File: src/verilog/nsic_pkg.sv
package nsic_pkg;
  localparam logic [7:0] CMD_READ_MAIN  = 8'h00;
  localparam logic [7:0] CMD_READ_SPARE = 8'h50;
  localparam logic [7:0] CMD_COPY_DEST  = 8'h8a;
  localparam logic [7:0] CMD_CONFIRM    = 8'h10;
  localparam logic [7:0] CMD_STATUS     = 8'h70;
  localparam logic [7:0] CMD_READ_ID    = 8'h90;
  localparam logic [7:0] CMD_RESET      = 8'hff;
  localparam logic [7:0] ID_ADDR        = 8'h00;
  localparam int         ADDR_CYCLES    = 4;
  localparam int         ID_BYTES       = 4;
  localparam int         TOP_BIT_POS    = 24;
  localparam int         ST_READY_BIT   = 6;
  localparam int         ST_FAIL_BIT    = 0;
  localparam int         ST_WP_BIT      = 7;
  localparam int         CLK_MHZ        = 125;
  localparam int         POWERUP_US     = 10;
  localparam int         POWERUP_CYC    = POWERUP_US * CLK_MHZ;
  localparam int         STROBE_CYC     = 4;
  localparam int         TWHR_NS        = 60;
  localparam int         TWHR_CYC       = (TWHR_NS * CLK_MHZ + 999) / 1000;

  typedef enum logic [2:0]
  {
    NSIC_OP_NONE,
    NSIC_OP_COPYBACK,
    NSIC_OP_STATUS,
    NSIC_OP_READ_ID,
    NSIC_OP_RESET
  } nsic_op_type;

  typedef struct packed
  {
    nsic_op_type op;
    logic [31:0] src_addr;
    logic [31:0] dst_addr;
  } nsic_req_type;

  typedef struct packed
  {
    logic        cle;
    logic        ale;
    logic        ce_b;
    logic        we_b;
    logic        read_strobe_b;
    logic        wp_b;
    logic [7:0]  dq_out;
    logic        dq_oe_b;
  } nsic_pins_type;
endpackage

File: src/verilog/nsic_ctrl.sv
`timescale 1ns/100ps
// Contract
// - Copy-back: read setup, four source address cycles
// - Target command only after ready returns high
// - Target top address bit equals source's
// - Confirm command starts copy-back programming
// - Reissue read command after status polling; the status operation ends without issuing one
// - 90h plus address 00h enters identification
// - Wait 10us after power-up before commands
// - Hold write-protect low during power transitions
// - Second copy-back command code is 8Ah
module nsic_ctrl
#(
  parameter int POWERUP_CYC = nsic_pkg::POWERUP_CYC
)
(
  input  wire logic                   mclk,
  input  wire logic                   rst_b,
  input  wire nsic_pkg::nsic_req_type req,
  input  wire logic                   req_valid,
  output logic                        req_ready,
  output logic [31:0]                 result,
  output logic                        result_valid,
  output logic                        top_bit_err,
  input  wire logic                   ready_busy_in,
  input  wire logic [7:0]             dq_in,
  output nsic_pkg::nsic_pins_type     pins
);
  typedef enum logic [3:0]
  {
    NSIC_PWR, NSIC_IDLE, NSIC_CMD, NSIC_ADDR, NSIC_WAITRB0, NSIC_WAITRB,
    NSIC_GAP, NSIC_READ, NSIC_DONE
  } nsic_st_type;

  ////////////////////////////////////////////////////////////////////////////
  // Pin synchronisers
  logic       rb_meta;
  logic       rb_sync;
  logic [7:0] dq_meta;
  logic [7:0] dq_sync;
  always_ff @(posedge mclk or negedge rst_b)
  begin
    if (!rst_b)
    begin
      rb_meta <= 1'b1;
      rb_sync <= 1'b1;
      dq_meta <= 8'h00;
      dq_sync <= 8'h00;
    end
    else
    begin
      rb_meta <= ready_busy_in;
      rb_sync <= rb_meta;
      dq_meta <= dq_in;
      dq_sync <= dq_meta;
    end
  end

  ////////////////////////////////////////////////////////////////////////////
  nsic_st_type          st;
  nsic_st_type          next_st;
  nsic_pkg::nsic_req_type cur;
  nsic_pkg::nsic_req_type next_cur;
  logic [1:0]           phase;
  logic [1:0]           next_phase;
  logic [2:0]           idx;
  logic [2:0]           next_idx;
  logic [15:0]          tmr;
  logic [15:0]          next_tmr;
  logic [31:0]          next_result;
  logic                 next_result_valid;
  logic                 next_req_ready;
  logic                 next_top_bit_err;
  logic                 cyc_start;
  logic [1:0]           cyc_kind;
  logic [7:0]           cyc_wdata;
  logic                 cyc_done;
  logic [7:0]           cyc_rdata;
  logic [31:0]          addr_sel;

  always_comb
  begin
    addr_sel = (phase == 2'h0) ? cur.src_addr : cur.dst_addr;
  end

  always_comb
  begin
    next_st           = st;
    next_cur          = cur;
    next_phase        = phase;
    next_idx          = idx;
    next_tmr          = tmr;
    next_result       = result;
    next_result_valid = 1'b0;
    next_req_ready    = 1'b0;
    next_top_bit_err  = top_bit_err;
    cyc_start         = 1'b0;
    cyc_kind          = 2'h0;
    cyc_wdata         = 8'h00;
    case (st)
      NSIC_PWR:
      begin
        if (tmr == 16'(POWERUP_CYC))
        begin
          next_st        = NSIC_IDLE;
          next_req_ready = 1'b1;
        end
        else
          next_tmr = tmr + 16'h1;
      end
      NSIC_IDLE:
      begin
        next_req_ready = 1'b1;
        if (req_valid && req.op != nsic_pkg::NSIC_OP_NONE)
        begin
          next_cur       = req;
          next_phase     = 2'h0;
          next_idx       = 3'h0;
          next_req_ready = 1'b0;
          next_result    = 32'h0;
          next_st        = NSIC_CMD;
          // Refused copy-back is flagged rather than issued
          if (req.op == nsic_pkg::NSIC_OP_COPYBACK)
          begin
            next_top_bit_err = req.src_addr[nsic_pkg::TOP_BIT_POS]
                             != req.dst_addr[nsic_pkg::TOP_BIT_POS];
            if (next_top_bit_err)
            begin
              next_st           = NSIC_IDLE;
              next_req_ready    = 1'b1;
              next_result_valid = 1'b1;
            end
          end
        end
      end
      NSIC_CMD:
      begin
        cyc_start = 1'b1;
        cyc_kind  = 2'h0;
        case (cur.op)
          nsic_pkg::NSIC_OP_COPYBACK:
            cyc_wdata = (phase == 2'h0) ? nsic_pkg::CMD_READ_MAIN :
                        (phase == 2'h1) ? nsic_pkg::CMD_COPY_DEST :
                        nsic_pkg::CMD_CONFIRM;
          nsic_pkg::NSIC_OP_STATUS:  cyc_wdata = nsic_pkg::CMD_STATUS;
          nsic_pkg::NSIC_OP_READ_ID: cyc_wdata = nsic_pkg::CMD_READ_ID;
          default:                   cyc_wdata = nsic_pkg::CMD_RESET;
        endcase
        next_st = NSIC_GAP;
      end
      NSIC_GAP:
      begin
        // Wait for the cycle engine, then route by operation
        if (cyc_done)
        begin
          next_idx = 3'h0;
          next_tmr = 16'h0;
          case (cur.op)
            nsic_pkg::NSIC_OP_COPYBACK:
              next_st = (phase == 2'h3) ? NSIC_WAITRB0 : NSIC_ADDR;
            nsic_pkg::NSIC_OP_READ_ID: next_st = NSIC_ADDR;
            nsic_pkg::NSIC_OP_STATUS:  next_st = NSIC_READ;
            default:                   next_st = NSIC_WAITRB0;
          endcase
        end
      end
      NSIC_ADDR:
      begin
        if (idx[0] == 1'b0)
        begin
          cyc_start = 1'b1;
          cyc_kind  = 2'h1;
          cyc_wdata = (cur.op == nsic_pkg::NSIC_OP_READ_ID) ? nsic_pkg::ID_ADDR
                    : addr_sel[8*idx[2:1] +: 8];
          next_idx  = idx + 3'h1;
        end
        else if (cyc_done)
        begin
          if (cur.op == nsic_pkg::NSIC_OP_READ_ID)
          begin
            next_st  = NSIC_READ;
            next_idx = 3'h0;
            next_tmr = 16'h0;
          end
          else if (idx[2:1] == 2'(nsic_pkg::ADDR_CYCLES - 1))
          begin
            next_phase = phase + 2'h1;
            next_tmr   = 16'h0;
            next_st    = NSIC_WAITRB0;
          end
          else
            next_idx = idx + 3'h1;
        end
      end
      NSIC_WAITRB0:
      begin
        // Busy may take up to tWB to appear
        next_tmr = tmr + 16'h1;
        if (tmr == 16'(nsic_pkg::TWHR_CYC + 4))
          next_st = NSIC_WAITRB;
      end
      NSIC_WAITRB:
      begin
        if (rb_sync)
        begin
          if (cur.op == nsic_pkg::NSIC_OP_COPYBACK && phase == 2'h1)
            next_st = NSIC_CMD;
          else if (cur.op == nsic_pkg::NSIC_OP_COPYBACK && phase == 2'h2)
          begin
            next_phase = 2'h3;
            next_st    = NSIC_CMD;
          end
          else
            next_st = NSIC_DONE;
        end
      end
      NSIC_READ:
      begin
        if (tmr != 16'(nsic_pkg::TWHR_CYC))
          next_tmr = tmr + 16'h1;
        else if (idx[0] == 1'b0)
        begin
          cyc_start = 1'b1;
          cyc_kind  = 2'h2;
          next_idx  = idx + 3'h1;
        end
        else if (cyc_done)
        begin
          next_result = {result[23:0], cyc_rdata};
          if (cur.op == nsic_pkg::NSIC_OP_STATUS
              || idx[2:1] == 2'(nsic_pkg::ID_BYTES - 1))
            next_st = NSIC_DONE;
          else
            next_idx = idx + 3'h1;
        end
      end
      default:
      begin
        next_result_valid = 1'b1;
        next_req_ready    = 1'b1;
        next_st           = NSIC_IDLE;
      end
    endcase
  end

  always_ff @(posedge mclk or negedge rst_b)
  begin
    if (!rst_b)
    begin
      st           <= NSIC_PWR;
      cur          <= '0;
      phase        <= 2'h0;
      idx          <= 3'h0;
      tmr          <= 16'h0;
      result       <= 32'h0;
      result_valid <= 1'b0;
      req_ready    <= 1'b0;
      top_bit_err  <= 1'b0;
    end
    else
    begin
      st           <= next_st;
      cur          <= next_cur;
      phase        <= next_phase;
      idx          <= next_idx;
      tmr          <= next_tmr;
      result       <= next_result;
      result_valid <= next_result_valid;
      req_ready    <= next_req_ready;
      top_bit_err  <= next_top_bit_err;
    end
  end

  ////////////////////////////////////////////////////////////////////////////
  logic ce_b;
  logic wp_b;
  always_ff @(posedge mclk or negedge rst_b)
  begin
    if (!rst_b)
    begin
      ce_b <= 1'b1;
      wp_b <= 1'b0;
    end
    else
    begin
      ce_b <= (next_st == NSIC_IDLE) || (next_st == NSIC_PWR);
      wp_b <= (next_st != NSIC_PWR);
    end
  end

  nsic_cycle u_cycle
  (
    .mclk          (mclk),
    .rst_b         (rst_b),
    .start         (cyc_start),
    .kind          (cyc_kind),
    .wdata         (cyc_wdata),
    .dq_sync       (dq_sync),
    .done          (cyc_done),
    .rdata         (cyc_rdata),
    .cle           (pins.cle),
    .ale           (pins.ale),
    .we_b          (pins.we_b),
    .read_strobe_b (pins.read_strobe_b),
    .dq_out        (pins.dq_out),
    .dq_oe_b       (pins.dq_oe_b)
  );

  // Separate members, so each has one continuous driver beside the cycle engine
  assign pins.ce_b = ce_b;
  assign pins.wp_b = wp_b;

  ////////////////////////////////////////////////////////////////////////////
  chk_no_cmd_early: assert property (@(posedge mclk) disable iff (!rst_b)
    (st == NSIC_PWR) |-> pins.cle == 1'b0) else $error("command during power-up");
  chk_wp_powerup: assert property (@(posedge mclk) disable iff (!rst_b)
    (st == NSIC_PWR) |-> pins.wp_b == 1'b0) else $error("wp high at power-up");
  chk_dest_after_rdy: assert property (@(posedge mclk) disable iff (!rst_b)
    (st == NSIC_WAITRB && !rb_sync) |=> st != NSIC_CMD) else $error("command while busy");
  chk_top_bit_same: assert property (@(posedge mclk) disable iff (!rst_b)
    (st == NSIC_CMD && cur.op == nsic_pkg::NSIC_OP_COPYBACK)
    |-> cur.src_addr[nsic_pkg::TOP_BIT_POS] == cur.dst_addr[nsic_pkg::TOP_BIT_POS])
    else $error("top address bit differs");
  chk_reset_code: assert property (@(posedge mclk) disable iff (!rst_b)
    (st == NSIC_CMD && cur.op == nsic_pkg::NSIC_OP_RESET) |-> cyc_wdata == 8'hff)
    else $error("wrong reset code");
  chk_dest_code: assert property (@(posedge mclk) disable iff (!rst_b)
    (st == NSIC_CMD && cur.op == nsic_pkg::NSIC_OP_COPYBACK && phase == 2'h1)
    |-> cyc_wdata == 8'h8a) else $error("wrong copy-back code");
endmodule

File: src/verilog/nsic_cycle.sv
`timescale 1ns/100ps
// One bus cycle: command, address, or data read, with setup and strobe timing
module nsic_cycle
#(
  parameter int STROBE = nsic_pkg::STROBE_CYC
)
(
  input  wire logic       mclk,
  input  wire logic       rst_b,
  input  wire logic       start,
  input  wire logic [1:0] kind,
  input  wire logic [7:0] wdata,
  input  wire logic [7:0] dq_sync,
  output logic            done,
  output logic [7:0]      rdata,
  output logic            cle,
  output logic            ale,
  output logic            we_b,
  output logic            read_strobe_b,
  output logic [7:0]      dq_out,
  output logic            dq_oe_b
);
  typedef enum logic [1:0] {NSIC_C_IDLE, NSIC_C_LOW, NSIC_C_HIGH} nsic_cst_type;
  nsic_cst_type cst;
  nsic_cst_type next_cst;
  logic [3:0]   cnt;
  logic [3:0]   next_cnt;
  logic [1:0]   knd;
  logic [1:0]   next_knd;
  logic [7:0]   next_rdata;
  logic         next_done;

  ////////////////////////////////////////////////////////////////////////////
  always_comb
  begin
    next_cst   = cst;
    next_cnt   = cnt;
    next_knd   = knd;
    next_rdata = rdata;
    next_done  = 1'b0;
    case (cst)
      NSIC_C_IDLE:
      begin
        if (start)
        begin
          next_cst = NSIC_C_LOW;
          next_knd = kind;
          next_cnt = 4'(STROBE);
        end
      end
      NSIC_C_LOW:
      begin
        if (cnt == 4'h1)
        begin
          next_cst = NSIC_C_HIGH;
          next_cnt = 4'(STROBE);
          // Sample late in the low phase; the synchroniser adds two cycles
          if (knd == 2'h2)
            next_rdata = dq_sync;
        end
        else
          next_cnt = cnt - 4'h1;
      end
      default:
      begin
        if (cnt == 4'h1)
        begin
          next_cst  = NSIC_C_IDLE;
          next_done = 1'b1;
        end
        else
          next_cnt = cnt - 4'h1;
      end
    endcase
  end

  always_ff @(posedge mclk or negedge rst_b)
  begin
    if (!rst_b)
    begin
      cst   <= NSIC_C_IDLE;
      cnt   <= 4'h0;
      knd   <= 2'h0;
      rdata <= 8'h00;
      done  <= 1'b0;
    end
    else
    begin
      cst   <= next_cst;
      cnt   <= next_cnt;
      knd   <= next_knd;
      rdata <= next_rdata;
      done  <= next_done;
    end
  end

  ////////////////////////////////////////////////////////////////////////////
  logic next_cle;
  logic next_ale;
  logic next_we_b;
  logic next_rs_b;
  logic next_oe_b;
  always_comb
  begin
    next_cle  = (next_cst != NSIC_C_IDLE) && (next_knd == 2'h0);
    next_ale  = (next_cst != NSIC_C_IDLE) && (next_knd == 2'h1);
    next_we_b = !((next_cst == NSIC_C_LOW) && (next_knd != 2'h2));
    next_rs_b = !((next_cst == NSIC_C_LOW) && (next_knd == 2'h2));
    next_oe_b = !((next_cst != NSIC_C_IDLE) && (next_knd != 2'h2));
  end

  always_ff @(posedge mclk or negedge rst_b)
  begin
    if (!rst_b)
    begin
      cle           <= 1'b0;
      ale           <= 1'b0;
      we_b          <= 1'b1;
      read_strobe_b <= 1'b1;
      dq_oe_b       <= 1'b1;
      dq_out        <= 8'h00;
    end
    else
    begin
      cle           <= next_cle;
      ale           <= next_ale;
      we_b          <= next_we_b;
      read_strobe_b <= next_rs_b;
      dq_oe_b       <= next_oe_b;
      dq_out        <= (start && cst == NSIC_C_IDLE) ? wdata : dq_out;
    end
  end
endmodule

File: config.mk
export PLATFORM = sky130hd
export DESIGN_NAME = nsic_ctrl
export DESIGN_NICKNAME = d
export VERILOG_FILES = /design/src/verilog/nsic_pkg.sv /design/src/verilog/nsic_ctrl.sv /design/src/verilog/nsic_cycle.sv
export SDC_FILE = /design/constraint.sdc
export NUM_CORES = 1
export LEC_CHECK = 0
export BUFFER_PORTS_ARGS = -buffer_cell sky130_fd_sc_hd__clkbuf_2
export CAP_MARGIN = 25
export CORE_ASPECT_RATIO = 0.7
export CORE_MARGIN = 2
export CORE_UTILIZATION = 40
export CTS_CLUSTER_DIAMETER = 30
export DETAILED_ROUTE_END_ITERATION = 12
export GPL_TIMING_DRIVEN = 0
export HOLD_SLACK_MARGIN = 0.02
export PLACE_DENSITY = 0.62
export SETUP_SLACK_MARGIN = 0.15
export SLEW_MARGIN = 10
export SYNTH_ARGS = -nofsm -noshare
export SYNTH_HDL_FRONTEND = slang
export SYNTH_SLANG_ARGS = --single-unit
File: constraint.sdc
create_clock -name mclk -period 3.05 [get_ports mclk]
set_clock_uncertainty 0.15 [all_clocks]
set_input_delay 0.1525 -clock mclk [delete_from_list [all_inputs] [get_ports mclk]]
set_output_delay 0.1525 -clock mclk [all_outputs]
set_load 0.05 [all_outputs]
Word-level counts from Yosys, hierarchy flattened
Index checks and enable logic that the tools add are counted.
{"block": "totals", "reg_bits": 177, "latchBits": 0, "ramBits": 0, "mem_bits_ro": 0, "input_bits": 79, "output_inout_bits": 50, "elab_cells": 206, "n_memories": 0}
{"block": "classes", "addsub": 4, "mul": 0, "div_mod_pow": 0, "magnitude_cmp": 0, "eq_ne": 48, "n_shift": 1, "n_mux": 86, "bitwise_logic": 0, "n_reduce_logical": 38}
{"operator": "$mux W32", "count": 5}
{"operator": "$mux W16", "count": 7}
{"operator": "$pmux W16 S5", "count": 1}
{"operator": "$mux W4", "count": 18}
{"operator": "$pmux W32 S2", "count": 1}
{"operator": "$mux W2", "count": 17}
{"operator": "$mux W3", "count": 11}
{"operator": "$mux W8", "count": 4}
{"operator": "$pmux W4 S8", "count": 1}
{"operator": "$shiftx A32 B6 Y8", "count": 1}
{"operator": "$ne A2 B2 Y1 const B", "count": 12}
{"operator": "$pmux W8 S3", "count": 1}
{"operator": "$add A16 B1 Y16 const B", "count": 1}
{"operator": "$eq A16 B11 Y1 const B", "count": 1}
{"operator": "$eq A16 B4 Y1 const B", "count": 1}
{"operator": "$eq A4 B3 Y1 const B", "count": 4}
{"operator": "$ne A16 B4 Y1 const B", "count": 1}
{"operator": "$pmux W8 S2", "count": 1}
{"operator": "$eq A4 B1 Y1 const B", "count": 3}
{"operator": "$pmux W3 S4", "count": 1}
{"operator": "$eq A2 B2 Y1 const B", "count": 5}
{"operator": "$mux W1", "count": 10}
{"operator": "$logic_and A1 B1 Y1", "count": 9}
{"operator": "$ne A3 B3 Y1 const B", "count": 3}
{"operator": "35 further kinds", "count": 58}

Logic depth before layout (Yosys ltp)
{"block": "depth", "word_depth": 9, "depth_mapped": 10, "ltp_nobuf": 8}

Modules after synthesis
Synthesis repeated with hierarchy kept, for this count alone.
{"block": "hier_totals", "hier_cells": 840, "area_unflattened_um2": 8363.0}
{"mod": "nsic_ctrl", "instances": 1, "cells_each": 744, "area_each_um2": 7044.3, "seq_area_each_um2": 3682.3}
{"mod": "nsic_cycle", "instances": 1, "cells_each": 96, "area_each_um2": 1318.8, "seq_area_each_um2": 754.5}

Worst setup path before layout
OpenSTA, ideal clock, no wires.
{"block": "synth_path", "path_type": "flip-flop to flip-flop", "startpoint": "register tmr[0]", "endpoint": "register tmr[10]", "setup_time_ns": 0.090, "arrival_time_ns": 2.140, "required_ns": 2.810, "path_slack_ns": 0.670, "stages_incl_launch_ff": 11, "n_path_buf": 2, "period_less_slack_ns": 2.380, "cell_sequence": "dfrtp_1 inv_1 ha_1 and3b_1 nand4_1 nor3b_1 a2111o_1 or3_1 buf_6 buf_12 o31ai_4"}
{"block": "synth_via", "elab_chain_cells": 3, "elab_cells_between_ends": 9, "cone_classes": "1 x add/sub; 4 x eq/ne; 3 x mux; 1 x reduce/logical"}
{"element": "start, declared", "line": "nsic_ctrl.sv:68", "source": "logic [15:0] tmr;"}
{"element": "start signal, assigned", "line": "nsic_ctrl.sv:266", "source": "tmr <= next_tmr;"}
{"element": "$add A16 B1 Y16 (tied with other cells)", "line": "nsic_ctrl.sv:109, nsic_ctrl.sv:198, nsic_ctrl.sv:220"}
{"element": "$mux W16 (tied with other cells)", "line": "nsic_ctrl.sv:219", "source": "if (tmr != 16'(nsic_pkg::TWHR_CYC))"}
{"element": "$pmux W16 S5 or $reduce_and A7 Y1 (tied branches)"}
Parallel ways exist; a longest one is shown, timed or not. The select of a mux whose other input is x is not followed.
A chain may end at the register's enable or synchronous reset.

Final worst setup path
{"block": "layout_path", "startpoint": "register tmr[8]", "endpoint": "register u_cycle.ale"}
{"block": "layout_via", "elab_chain_cells": 7, "elab_cells_between_ends": 12, "cone_classes": "2 x eq/ne; 8 x mux; 2 x reduce/logical"}
{"element": "$ne A16 B4 Y1 (*)", "line": "nsic_ctrl.sv:219"}
{"element": "$mux W1 or $mux W2 (tied branches)", "line": "nsic_ctrl.sv:219"}
{"element": "$pmux W1 S3 or $pmux W2 S2 (tied branches)", "line": "nsic_ctrl.sv:100", "source": "case (st)"}
{"element": "$mux W2", "line": "nsic_cycle.sv:44", "source": "if (start)"}
{"element": "$pmux W2 S2 or $mux W2 (tied branches)", "line": "nsic_cycle.sv:41", "source": "case (cst)"}
{"element": "$reduce_bool A2 Y1 or $eq A2 B1 Y1 (tied branches)", "line": "nsic_cycle.sv:106", "source": "next_ale = (next_cst != NSIC_C_IDLE) && (next_knd == 2'h1);"}
{"element": "$logic_and A1 B1 Y1 (*)", "line": "nsic_cycle.sv:106"}
{"element": "via u_cycle.next_ale", "line": "nsic_cycle.sv:99", "source": "logic next_ale;"}
{"element": "end signal, assigned", "line": "nsic_cycle.sv:126", "source": "ale <= next_ale;"}
{"element": "end, declared", "line": "nsic_cycle.sv:17", "source": "output logic ale,"}
The timed path passes the listed nets; every way through them passes the cells marked *.

==> impl_metrics.py <==
metrics = {
    "global_route": {
        "grt_use_total": 0.1992,
        "grt_pass1_wl_um": 34470,
        "grt-ovfl-total": 0,
        "antenna_found_initial": 0,
        "grt_max_degree": 101,
        "grt_pass1_vias": 6326,
    },
    "detailed_routing": {
        "drtAntennaViolNets": 0,
        "num_vias": 6342,
        "drt_first_pass_iters": 5,
        "drt-total-wl_um": 20650,
        "detail_route.wl_per_cell_um": 16.68,
        "drc_errors": 0,
        "drt-initial-drc-count": 510,
        "via_per_inst": 5.123,
    },
    "synthesis": {
        "yosys_warnings": 0,
        "syn_inst": 721,
        "ys.flop_type": "dfrtp_1",
        "synth_fp_nets": 810,
        "ys_async_sr_fraction": 1.000,
        "netlist_area_mm2": 0.008327,
        "synthDistinctLibCells": 65,
        "ys_ff_latch": 177,
        "syn_avg_cell_area_um2": 11.55,
        "yosysSeqAreaShare": 0.5328,
        "synth_edf_count": 0,
    },
    "cts": {
        "path_clk_slew_ns": 0.07,
        "clk_latency_ns": 0.44,
        "cts_buffer_depth": 2,
        "cts_sinks": 177,
        "cts_tree": "yes",
        "cts-buffers-inserted": 17,
        "clockRootBuffer": "clkbuf_16",
        "htreeDepth": 4,
    },
    "timing": {
        "tightest_slew_ns": 0.7440,
        "timing.final.crit_share": 0.9153,
        "finalHoldViolations": 0,
        "setup-violations-final": 0,
        "postLayoutSetupSlackWorst_ns": 0.2582,
        "slew_violations": 0,
        "period_minus_slack_ns": 2.792,
        "rsz0062_at_grt": "false",
        "relSlewSlack": 0.5040,
        "fmax_ghz": 0.3582,
    },
    "placement": {
        "place_inst": 1126,
        "dp_slack_ns": 0.07706,
        "dpl_cell_area_mm2": 0.009349,
        "io_buffer_count": 128,
        "gp_congestion": 0.8194,
        "dp_hpwl_um": 14070,
    },
    "floorplanning": {
        "coreArea_mm2": 0.02059,
        "pin_count": 129,
        "die-area_mm2": 0.02201,
        "rows": 44,
        "die_h_um": 124.7,
        "die_w_um": 176.5,
        "start_util": 0.4044,
    },
    "finish": {
        "mostFrequentLayoutCell": "dfrtp_1",
        "drive_gt1_frac": 0.3285,
        "final_cell_mix": "dfrtp_1 (171), clkbuf_2 (130), nand2_1 (104)",
        "nNetsFinal": 1038,
        "syn_to_final_growth_pct": 29.23,
        "n_antenna_cell": 0,
        "final-instance-count-excl-fill": 1238,
        "fillers": 1857,
        "final_area_mm2": 0.01076,
    },
    "run": {
        "maxCapViolCount": 0,
    },
    "pwr": {
        "ir_worst_vdd_mv": 0.4680,
        "finalPower_mw": 7.941,
        "power_leakage_nw": 4.945,
        "pwr_density_cell_mw_per_mm2": 738.0,
    },
    "run_status": {
        "outcome": "completed",
    },
    "critical_path": {
        "worstPathArrival_ns": 2.97,
        "crit_type": "flip-flop to flip-flop",
        "cp_max_fo": 10,
        "endpoint_kind": "flip-flop",
        "cp.required_ns": 3.22,
        "start_kind": "flip-flop",
    },
    "min_path": {
        "min_path_type": "input port to asynchronous set/reset pin",
    },
}
kinds of logic (layout without fill, tap and decap cells):
kind of cell	Yosys count	count (layout)	synth area share
AO/OA/AOI/OAI	139	139	0.1154
XOR/XNOR	4	4	0.004208
adder cells (fa/ha/maj)	10	10	0.01503
buffers and inverters	59	300	0.03561
flip-flops	177	177	0.5328
multiplexers	108	108	0.1666
AND/OR/NAND/NOR	224	224	0.1303
synth_stat cells, types with 2 or more instances:
library cell  count  area, µm²
a2111oi_0         2      17.52
a21oi_1          12      60.06
a221o_1           2      20.02
a31oi_1          12      75.07
and2_1            6      37.54
and3_1            3      18.77
and3b_1           2      17.52
buf_1             6      22.52
buf_2            11      55.05
buf_4             8      60.06
buf_6             2      22.52
clkbuf_1         19      71.32
dfrtp_1         171       4279
dfstp_2           6      157.7
ha_1             10      125.1
inv_1            11      41.29
mux2_2           85      957.2
mux2i_1           7      70.07
mux4_2           16      360.4
nand2_1         104      390.4
nand2b_1          9      56.30
nand3_1          19      95.09
nand3b_1          4      30.03
nand4_1           5      31.28
nor2_1           28      105.1
nor2b_1           9      56.30
nor3_1            9      45.04
nor3b_1           6      45.04
nor4_1            3      18.77
o211ai_1          2      15.01
o21ai_0          73      365.4
o21ai_1           2      10.01
o22ai_1           3      18.77
o31ai_1           4      30.03
o31ai_4           8      170.2
o41ai_1           4      35.03
or2_2             2      12.51
or3_1             6      37.54
or4_1             2      15.01
xnor2_1           3      26.28
path summary, 6_finish.rpt:
| kind | start | endpoint | slack [ns] | cells past startpoint |
|---|---|---|---|---|
| min in group mclk | ready_busy_in | rb_meta | 0.19 | 2 |
| hold / removal | rst_b | result[30] | 0.16 | 2 |
| max in group asynchronous | rst_b | ce_b | 1.67 | 3 |
| setup / recovery | tmr[8] | u_cycle.ale | 0.26 | 8 |
| hold reg to reg | dq_meta[1] | dq_sync[1] | 0.20 | 0 |
| setup reg to reg | tmr[8] | u_cycle.ale | 0.26 | 8 |
sequential cells by signal, summed over array words and instances, names as in the netlist, 2 cells and up:
signal and cells:
u_cycle.dq_out 8, dq_meta 8, u_cycle.knd 2, dq_sync 8, tmr 16, cur 67, u_cycle.cnt 4, u_cycle.rdata 8
idx 3, phase 2, st 4, result 32, u_cycle.cst 2
worst max-delay path, stage by stage, from the launching register on:
cell	delay (ns)
dfrtp_1	0.36
buf_2	0.18
nor4_1	0.53
nand4_1	0.16
buf_4	0.19
o31ai_2	0.29
nand2_1	0.27
buf_2	0.28
o22ai_1	0.28
where the power goes:
part | switching [mW] | internal [mW]
registers | 0.233 | 2.70
clock network | 1.04 | 1.17
logic | 1.59 | 1.21
total | 2.87 | 5.07
final cells by class:
type,count,area (µm²),area share
Inverter,12,45.04,0.004186
Clock buffer,17,425.4,0.03953
Tap cell,276,345.3,0.03209
Timing Repair Buffer,209,1473,0.1369
Multi-Input combinational cell,485,3613,0.3358
Buffer,47,255.2,0.02372
Sequential cell,177,4437,0.4123
Clock inverter,15,166.4,0.01547
metrics by stage:
| step | TNS [ns] | util | hold slack, ns |
|---|---|---|---|
| 2_1_floorplan | 0 | - | -0.2931 |
| 6_report | 0 | 0.5226 | 0.1630 |
| 3_3_place_gp | -295.25 | 0.4523 | 0.09303 |
| 5_1_grt | 0 | 0.5226 | 0.1783 |
| 4_1_cts | 0 | 0.5211 | 0.1723 |
| 3_5_place_dp | 0 | 0.4541 | 0.08625 |
repair_timing:
| action | in CTS | in global routing |
|---|---|---|
| hold buffers | 78 | 0 |
| resized for setup | 2 | 6 |
| gates cloned | 0 | 0 |
| pin swaps | 1 | 1 |
| buffers inserted | 0 | 2 |
| endpoints found under the setup margin | 10 | 80 |
| hold endpoints to repair | 155 | 0 |
per-layer routing:
| layer | global-route usage | part of all wire | wire length (µm) | vias to the layer above |
|---|---|---|---|---|
| li1 | - | - | - | 3042 |
| met4 | 0.05153 | 0.0098 | 202 | 0 |
| met1 | 0.2918 | 0.49 | 10130 | 3117 |
| met2 | 0.2890 | 0.44 | 9042 | 170 |
| met3 | 0.05769 | 0.062 | 1271 | 13 |
| met5 | 0 | 0 | 0 | - |
Note: power is estimated with default switching activity, not from simulation.
